$ cat src/include/pfc_defines.vh
// Purpose: Constants for the port A upper pin function control block
// Assumes: Included by bare name from the design files
// Notes: Register index times four gives the Avalon byte address
`ifndef PFC_DEFINES_VH
`define PFC_DEFINES_VH

// ****************************************
// Register indexes (word addresses)
// ****************************************
`define IDX_UPPER_DIR 2'h0
`define IDX_LOWER_DIR 2'h1
`define IDX_UPPER_FSEL 2'h2
`define IDX_STATUS 2'h3

// ****************************************
// Reset values and writable masks
// ****************************************
`define UPPER_DIR_RESET 16'h0000
`define LOWER_DIR_RESET 16'h0000
`define UPPER_FSEL_RESET 16'h0000
`define UPPER_DIR_WMASK 16'h00FF
`define LOWER_DIR_WMASK 16'hFFFF
`define UPPER_FSEL_WMASK 16'h55F5

// ****************************************
// Function select field positions
// ****************************************
`define FS_PIN23 14
`define FS_PIN22 12
`define FS_PIN21 10
`define FS_PIN20 8
`define FS_PIN19_HI 7
`define FS_PIN19_LO 6
`define FS_PIN18_HI 5
`define FS_PIN18_LO 4
`define FS_PIN17 2
`define FS_PIN16 0

// ****************************************
// Effective pin function codes
// ****************************************
`define FUNC_GPIO 2'h0
`define FUNC_ALT_A 2'h1
`define FUNC_ALT_B 2'h2

// ****************************************
// Status register layout
// ****************************************
`define ST_SINGLE_CHIP 16
`define ST_ROM_DISABLED 17
`define ST_FULL_PACKAGE 18

`endif

$ cat src/verilog/pin_select_cell.v
// Purpose: One multiplexed pin: output data and drive direction
// Assumes: Function code and direction bit come from the same clock
// Notes: Pin input passes a three stage synchroniser
`timescale 1ns/1ps
`default_nettype none
`include "pfc_defines.vh"

module pin_select_cell (
  input wire mclk,
  input wire resetn,
  input wire [1:0] func,
  input wire dir,
  input wire present,
  input wire gpio_out,
  input wire alt_a_out,
  input wire alt_a_oe,
  input wire alt_b_out,
  input wire alt_b_oe,
  input wire pin_in,
  output reg pin_out,
  output reg pin_oe,
  output reg pin_sync
);

  reg [2:0] in_pipe;
  reg next_out;
  reg next_oe;

  // ****************************************
  // Output mux
  // ****************************************
  always @* begin
    next_out = gpio_out;
    next_oe = dir;
    case (func)
      `FUNC_ALT_A: begin
        next_out = alt_a_out;
        next_oe = alt_a_oe;
      end
      `FUNC_ALT_B: begin
        next_out = alt_b_out;
        next_oe = alt_b_oe;
      end
      default: begin
        next_out = gpio_out;
        next_oe = dir;
      end
    endcase
    if (!present) begin
      next_oe = 1'b0;
    end
  end

  always @(posedge mclk or negedge resetn) begin
    if (!resetn) begin
      pin_out <= 1'b0;
      pin_oe <= 1'b0;
      in_pipe <= 3'h0;
      pin_sync <= 1'b0;
    end else begin
      pin_out <= next_out;
      pin_oe <= next_oe;
      in_pipe <= {in_pipe[1:0], pin_in};
      if (in_pipe[1] == in_pipe[2]) begin
        pin_sync <= in_pipe[2];
      end
    end
  end

endmodule
`default_nettype wire

$ cat src/verilog/port_a_upper_pin_function_control.v
// Purpose: Port A direction and upper pin function control
// Assumes: resetn is the external power-on reset only
// Notes: Other resets and low power modes never reach these registers
//
// Summary of operation
// - Upper direction bits 7:0 drive pins 23:16
// - Upper direction ignored while alternate function active
// - Power-on reset alone clears upper direction
// - Upper registers drive pins on full package only
// - Lower direction bit n drives pin n
// - Serial clock pins still follow lower direction
// - Power-on reset alone clears lower direction
// - Power-on reset alone clears upper function select
// - Operating mode overrides upper function selection
// - Reserved function select bits read zero
// - Bit 14 selects pin 23 write strobe
// - Bit 12 selects pin 22 write strobe
// - Bit 10 selects pin 21 column strobe
// - Pins 21, 20 strobes, gpio in single chip
// - Bits 7:6 select pin 19 function
// - Bits 5:4 select pin 18 function
// - Bits 2, 0 select wait and hold
`timescale 1ns/1ps
`default_nettype none
`include "pfc_defines.vh"

module port_a_upper_pin_function_control (
  input wire mclk,
  input wire resetn,
  // Avalon-MM slave
  input wire [1:0] avs_address,
  input wire avs_read,
  input wire avs_write,
  input wire [31:0] avs_writedata,
  input wire [3:0] avs_byteenable,
  output reg [31:0] avs_readdata,
  output wire avs_waitrequest,
  // Chip mode straps
  input wire mode_single_chip,
  input wire mode_rom_disabled,
  input wire full_package,
  // Upper pins 23:16
  input wire [7:0] upper_gpio_out,
  input wire [7:0] upper_alt_a_out,
  input wire [7:0] upper_alt_a_oe,
  input wire [7:0] upper_alt_b_out,
  input wire [7:0] upper_alt_b_oe,
  input wire [7:0] upper_pin_in,
  output wire [7:0] upper_pin_out,
  output wire [7:0] upper_pin_oe,
  output wire [7:0] upper_pin_sync,
  output reg [15:0] upper_func,
  // Lower pins 15:0
  input wire [15:0] lower_alt_sel,
  input wire [15:0] lower_sck_sel,
  input wire [15:0] lower_alt_oe,
  output reg [15:0] lower_pin_oe
);

  // ****************************************
  // Declarations
  // ****************************************
  reg [15:0] upper_direction_reg;
  reg [15:0] lower_direction_reg;
  reg [15:0] upper_function_select_reg;
  reg [2:0] single_pipe;
  reg [2:0] rom_pipe;
  reg [2:0] pkg_pipe;
  reg single_chip;
  reg rom_disabled;
  reg package_ok;
  reg read_done;
  reg [15:0] next_upper_func;
  reg [15:0] next_lower_oe;
  reg [15:0] reg_rdata;
  wire [15:0] wr_lanes;
  wire wr_upper_dir;
  wire wr_lower_dir;
  wire wr_fsel;

  // ****************************************
  // Function select field taps
  // ****************************************
  wire pin23_function_bit;
  wire pin22_function_bit;
  wire pin21_function_bit;
  wire pin20_function_bit;
  wire pin19_function_hi;
  wire pin19_function_lo;
  wire pin18_function_hi;
  wire pin18_function_lo;
  wire pin17_function_bit;
  wire pin16_function_bit;

  // ****************************************
  // Mode strap synchronisers
  // ****************************************
  always @(posedge mclk or negedge resetn) begin
    if (!resetn) begin
      single_pipe <= 3'h0;
      rom_pipe <= 3'h0;
      pkg_pipe <= 3'h0;
      single_chip <= 1'b0;
      rom_disabled <= 1'b0;
      package_ok <= 1'b0;
    end else begin
      single_pipe <= {single_pipe[1:0], mode_single_chip};
      rom_pipe <= {rom_pipe[1:0], mode_rom_disabled};
      pkg_pipe <= {pkg_pipe[1:0], full_package};
      if (single_pipe[1] == single_pipe[2]) begin
        single_chip <= single_pipe[2];
      end
      if (rom_pipe[1] == rom_pipe[2]) begin
        rom_disabled <= rom_pipe[2];
      end
      if (pkg_pipe[1] == pkg_pipe[2]) begin
        package_ok <= pkg_pipe[2];
      end
    end
  end

  // ****************************************
  // Avalon-MM write decode
  // ****************************************
  assign wr_lanes = {{8{avs_byteenable[1]}}, {8{avs_byteenable[0]}}};
  assign wr_upper_dir = avs_write && (avs_address == `IDX_UPPER_DIR);
  assign wr_lower_dir = avs_write && (avs_address == `IDX_LOWER_DIR);
  assign wr_fsel = avs_write && (avs_address == `IDX_UPPER_FSEL);

  // ****************************************
  // Avalon-MM wait state
  // ****************************************
  // Reads take one wait state, writes none
  assign avs_waitrequest = avs_read && !read_done;

  // ****************************************
  // Registers
  // ****************************************
  always @(posedge mclk or negedge resetn) begin
    if (!resetn) begin
      upper_direction_reg <= `UPPER_DIR_RESET;
      lower_direction_reg <= `LOWER_DIR_RESET;
      upper_function_select_reg <= `UPPER_FSEL_RESET;
    end else begin
      if (wr_upper_dir) begin
        upper_direction_reg <= (upper_direction_reg & ~wr_lanes) |
          (avs_writedata[15:0] & wr_lanes & `UPPER_DIR_WMASK);
      end
      if (wr_lower_dir) begin
        lower_direction_reg <= (lower_direction_reg & ~wr_lanes) |
          (avs_writedata[15:0] & wr_lanes & `LOWER_DIR_WMASK);
      end
      if (wr_fsel) begin
        upper_function_select_reg <=
          (upper_function_select_reg & ~wr_lanes) |
          (avs_writedata[15:0] & wr_lanes & `UPPER_FSEL_WMASK);
      end
    end
  end

  // ****************************************
  // Avalon-MM read path
  // ****************************************
  always @* begin
    reg_rdata = 16'h0000;
    case (avs_address)
      `IDX_UPPER_DIR: begin
        reg_rdata = upper_direction_reg & `UPPER_DIR_WMASK;
      end
      `IDX_LOWER_DIR: begin
        reg_rdata = lower_direction_reg;
      end
      `IDX_UPPER_FSEL: begin
        reg_rdata = upper_function_select_reg & `UPPER_FSEL_WMASK;
      end
      `IDX_STATUS: begin
        reg_rdata = upper_func;
      end
      default: begin
        reg_rdata = 16'h0000;
      end
    endcase
  end

  // ****************************************
  // Read data capture
  // ****************************************
  always @(posedge mclk or negedge resetn) begin
    if (!resetn) begin
      read_done <= 1'b0;
      avs_readdata <= 32'h00000000;
    end else begin
      if (avs_read && !read_done) begin
        read_done <= 1'b1;
        avs_readdata <= {16'h0000, reg_rdata};
        if (avs_address == `IDX_STATUS) begin
          avs_readdata[`ST_SINGLE_CHIP] <= single_chip;
          avs_readdata[`ST_ROM_DISABLED] <= rom_disabled;
          avs_readdata[`ST_FULL_PACKAGE] <= package_ok;
        end
      end else begin
        read_done <= 1'b0;
      end
    end
  end

  // ****************************************
  // Function select fields
  // ****************************************
  assign pin23_function_bit = upper_function_select_reg[`FS_PIN23];
  assign pin22_function_bit = upper_function_select_reg[`FS_PIN22];
  assign pin21_function_bit = upper_function_select_reg[`FS_PIN21];
  assign pin20_function_bit = upper_function_select_reg[`FS_PIN20];
  assign pin19_function_hi = upper_function_select_reg[`FS_PIN19_HI];
  assign pin19_function_lo = upper_function_select_reg[`FS_PIN19_LO];
  assign pin18_function_hi = upper_function_select_reg[`FS_PIN18_HI];
  assign pin18_function_lo = upper_function_select_reg[`FS_PIN18_LO];
  assign pin17_function_bit = upper_function_select_reg[`FS_PIN17];
  assign pin16_function_bit = upper_function_select_reg[`FS_PIN16];

  // ****************************************
  // Effective function per upper pin
  // ****************************************
  // Two bits per pin, pin 16 in bits 1:0, pin 23 in bits 15:14
  always @* begin
    next_upper_func = {8{`FUNC_GPIO}};
    // Pin 23 upper byte write strobe
    if ((pin23_function_bit || rom_disabled) && !single_chip) begin
      next_upper_func[15:14] = `FUNC_ALT_A;
    end
    // Pin 22 second byte write strobe
    if ((pin22_function_bit || rom_disabled) && !single_chip) begin
      next_upper_func[13:12] = `FUNC_ALT_A;
    end
    // Pin 21 upper column strobe
    if (pin21_function_bit && !single_chip) begin
      next_upper_func[11:10] = `FUNC_ALT_A;
    end
    // Pin 20 lower column strobe
    if (pin20_function_bit && !single_chip) begin
      next_upper_func[9:8] = `FUNC_ALT_A;
    end
    // Pin 19 bus grant or channel 1 acknowledge
    if (!single_chip) begin
      case ({pin19_function_hi, pin19_function_lo})
        2'h1: begin
          next_upper_func[7:6] = `FUNC_ALT_A;
        end
        2'h2: begin
          next_upper_func[7:6] = `FUNC_ALT_B;
        end
        default: begin
          next_upper_func[7:6] = `FUNC_GPIO;
        end
      endcase
    end
    // Pin 18 bus request or channel 0 acknowledge
    if (!single_chip) begin
      case ({pin18_function_hi, pin18_function_lo})
        2'h1: begin
          next_upper_func[5:4] = `FUNC_ALT_A;
        end
        2'h2: begin
          next_upper_func[5:4] = `FUNC_ALT_B;
        end
        default: begin
          next_upper_func[5:4] = `FUNC_GPIO;
        end
      endcase
    end
    // Pin 17 wait request, pin 16 address hold
    if (pin17_function_bit && !single_chip) begin
      next_upper_func[3:2] = `FUNC_ALT_A;
    end
    if (pin16_function_bit && !single_chip) begin
      next_upper_func[1:0] = `FUNC_ALT_A;
    end
  end

  // ****************************************
  // Effective function register
  // ****************************************
  always @(posedge mclk or negedge resetn) begin
    if (!resetn) begin
      upper_func <= 16'h0000;
    end else begin
      upper_func <= next_upper_func;
    end
  end

  // ****************************************
  // Upper pin cells
  // ****************************************
  genvar gi;
  generate
    for (gi = 0; gi < 8; gi = gi + 1) begin : g_upper
      pin_select_cell u_cell (
        .mclk(mclk),
        .resetn(resetn),
        .func(upper_func[2*gi+1:2*gi]),
        .dir(upper_direction_reg[gi]),
        .present(package_ok),
        .gpio_out(upper_gpio_out[gi]),
        .alt_a_out(upper_alt_a_out[gi]),
        .alt_a_oe(upper_alt_a_oe[gi]),
        .alt_b_out(upper_alt_b_out[gi]),
        .alt_b_oe(upper_alt_b_oe[gi]),
        .pin_in(upper_pin_in[gi]),
        .pin_out(upper_pin_out[gi]),
        .pin_oe(upper_pin_oe[gi]),
        .pin_sync(upper_pin_sync[gi])
      );
    end
  endgenerate

  // ****************************************
  // Lower pin direction
  // ****************************************
  genvar li;
  generate
    for (li = 0; li < 16; li = li + 1) begin : g_lower
      always @* begin
        if (!lower_alt_sel[li] || lower_sck_sel[li]) begin
          next_lower_oe[li] = lower_direction_reg[li];
        end else begin
          next_lower_oe[li] = lower_alt_oe[li];
        end
      end
    end
  endgenerate

  // ****************************************
  // Lower drive register
  // ****************************************
  always @(posedge mclk or negedge resetn) begin
    if (!resetn) begin
      lower_pin_oe <= 16'h0000;
    end else begin
      lower_pin_oe <= next_lower_oe;
    end
  end

endmodule
`default_nettype wire

$ cat config.mk
export PLATFORM = sky130hd
export DESIGN_NAME = port_a_upper_pin_function_control
export DESIGN_NICKNAME = d
export VERILOG_FILES = /design/src/verilog/pin_select_cell.v /design/src/verilog/port_a_upper_pin_function_control.v
export VERILOG_INCLUDE_DIRS = /design/src /design/src/include
export SDC_FILE = /design/constraint.sdc
export NUM_CORES = 1
export LEC_CHECK = 0
export ABC_AREA = 0
export BUFFER_PORTS_ARGS = -buffer_cell sky130_fd_sc_hd__buf_2
export CELL_PAD_IN_SITES_DETAIL_PLACEMENT = 0
export CELL_PAD_IN_SITES_GLOBAL_PLACEMENT = 2
export CORE_MARGIN = 10
export CORE_UTILIZATION = 33
export DETAILED_ROUTE_END_ITERATION = 7
export PLACE_DENSITY = 0.92
export SLEW_MARGIN = 20
export SYNTH_ARGS = -nofsm -noshare
export SYNTH_HDL_FRONTEND = slang
export SYNTH_SLANG_ARGS = --single-unit
$ cat constraint.sdc
create_clock -name mclk -period 3.2 [get_ports mclk]
set_clock_uncertainty 0.15 [all_clocks]
set_input_delay 0.32 -clock mclk [delete_from_list [all_inputs] [get_ports mclk]]
set_output_delay 0.32 -clock mclk [all_outputs]
set_load 0.005 [all_outputs]
==> results.yml <==
synth:
  synth_enable_flop_cells: 0
  netlist_area_mm2: 0.005558
  synth_cell_types: 28
  async_flop_share_pct: 100.0
  ys.warnings.count: 0
  postSynthAreaPerCell_um2: 14.32
  synth_cells: 388
  synth_top_area_cell: "dfrtp_1"
  synthFlopType: "dfrtp_1"
  synthTopCellsByArea: "dfrtp_1, mux2_2, buf_4"
  synth_top_area_share_pct: 63.03
  ys_seq_area_share_pct: 63.03
  netlist_top_cells_count: "dfrtp_1, mux2_2, buf_4"
  synth_seq_cells: 140
  yosysMostFrequentCell: "dfrtp_1"
worst_setup_path:
  start_kind: "register"
  cp_top_family: "buffers and inverters"
  slowest_delay_ns: 0.43
  cp.required_ns: 2.73
  cpMaxStageDelayCell: "inv_1"
  crit_type: "reg2out"
  endpoint_kind: "output port"
  critPathMaxFanout: 20
  crit_arrival_ns: 1.77
  cp_num_buf_inv: 3
  crit_chain: "nand2b_1, buf_4, inv_1, buf_2"
global_routing:
  grt_usage_pct: 13.15
  grt-ovfl-total: 0
  grt_max_degree: 68
  first_global_vias: 4256
  grt_antenna_before_repair: 3
  grt_first_pass_wirelength_um: 22660
detailed_routing:
  wirelength_um: 14530
  vias: 3696
  drt_iter0_markers: 103
  ant_nets: 0
  wl_per_cell_um: 17.19
  via_per_inst: 4.374
  first_pass_iters: 4
  drcViolationCount: 0
place:
  io_buffers: 180
  placed_cell_area_mm2: 0.006472
  dp_hpwl_um: 10720
  pre_cts_slack_ns: 1.053
  gp_congestion: 0.7880
  dp.cells: 758
finish:
  multi_input_area_mm2: 0.001725
  final_net_count: 755
  layout.cells.non_filler: 845
  drive_above_1_share_pct: 45.75
  stdcell_area_mm2: 0.007654
  area_growth_pct: 37.71
  final_util_pct: 46.32
  seq_area_mm2: 0.003503
  n_fill_cell: 1521
clock_tree:
  cts_sinks: 140
  clk_pin_slew_ns: 0.06
  cts_buffers: 17
  cts_root_buf: "clkbuf_16"
  hold_buffers: 53
  cts_tree: "yes"
  htreeDepth: 4
  clockBufferDepth: 2
  post_cts_buffers: 0
  cts_resized: 0
  insertion_delay_ns: 0.41
run:
  cap_violations: 0
run_status:
  status: "finished, final reports clean"
power_and_ir_drop:
  ir_drop_v: 0.0003655
  p_comb_share_pct: 14.3
  total_power_mw: 5.064
  pwr-share-seq_pct: 43.5
  intPower_mw: 3.847
  clockPowerShare_pct: 42.2
  powerDensity_mw_per_mm2: 661.7
  p_sw_mw: 1.218
  p_leak_nw: 3.689
  p_sw_share_pct: 24.04
floorplan:
  dieArea_mm2: 0.02243
  fp.coreArea_mm2: 0.01652
  start_util_pct: 33.63
  io_pins: 230
  fp-row-count: 47
  die_y_um: 149.8
  dieWidth_um: 149.8
timing:
  clock.fmax_mhz: 447.0
  worst_pin_slew_ns: 0.7104
  setup_tns_ns: 0
  setup_viol: 0
  fin_crit_sh_pct: 69.91
  slew_violations: 0
  min_period_ns: 2.237
  whs_ns: 0.02153
  max-slew-margin-rel_pct: 52.54
  hold_violations: 0
  rsz0062_at_grt: "false"
  finalWorstSetupSlack_ns: 0.9630
worst_hold_path:
  min_path_type: "in2reg"
layer usage:
metal | share of wire [%] | GRT usage (%)
met2 | 50 | 21.88
met5 | 0.16 | 0
met4 | 2.8 | 5.637
met3 | 8.7 | 5.495
met1 | 39 | 14.49
power groups by stage:
| stage | Clock [mW] | Sequential, mW | Combinational [mW] |
|---|---|---|---|
| finish | 2.14 | 2.20 | 0.726 |
| global route | 2.28 | 2.24 | 0.814 |
| CTS | 2.20 | 2.21 | 0.743 |
| detailed placement | 0 | 2.24 | 0.682 |
| global placement | 0 | 2.23 | 0.660 |
| floorplan | 0 | 2.19 | 0.419 |
worst register-to-register path: cells and delay by family, from the launching register on:
kind	cells	cell delay, ns
AND/OR/NAND/NOR	2	0.44
buffers and inverters	2	0.66
AO/OA/AOI/OAI	1	0.16
flip-flops	1	0.35
area by class of cell:
cell class | count | area share, %
sequential | 140 | 45.77
multi-input combinational | 209 | 22.54
timing repair buffer | 237 | 19.34
clock buffer | 18 | 5.607
tap | 220 | 3.597
clock inverter | 14 | 2.828
inverter | 5 | 0.2452
antenna | 2 | 0.06539
cells by family (layout without fill, tap and decap cells):
family	count (synthesis)	in the layout	share of synthesized area, %
fa+ha+maj	15	15	2.882
flops	140	140	63.03
compound gates	21	21	2.814
simple gates	80	80	8.037
buf+inv	57	274	7.136
other cells	1	21	0.06747
mux	74	74	16.03
cell usage in the layout (no fill, tap or decap), drive strengths merged, types with 6 or more instances in the layout:
cell         netlist  routed
a22o               7       7
buf               48     184
clkbuf             4      18
conb               1      19
dfrtp            140     140
dlygate4sd3        0      53
inv                5       8
maj3              11      11
mux2              60      60
mux2i              8       8
mux4               6       6
nand2             25      25
nor2              12      12
nor2b             26      26
o21ai              6       6
final timing paths:
check,depth (start not counted),end,slack [ns],startpoint
worst max-delay path,4,avs_waitrequest,0.96,read_done$_DFF_PN0_
worst min-delay path,2,register,0.02,avs_writedata[0]
worst max register to register,5,avs_readdata[9]$_DFFE_PN0P_,1.38,read_done$_DFF_PN0_
worst min register to register,0,g_upper[2].u_cell.in_pipe[1]$_DFF_PN0_,0.20,g_upper[2].u_cell.in_pipe[0]$_DFF_PN0_
max in group asynchronous,3,upper_func[10]$_DFF_PN0_,1.81,resetn
min in group asynchronous,2,g_upper[2].u_cell.in_pipe[2]$_DFF_PN0_,0.17,resetn
(Power assumes the default switching activity.)
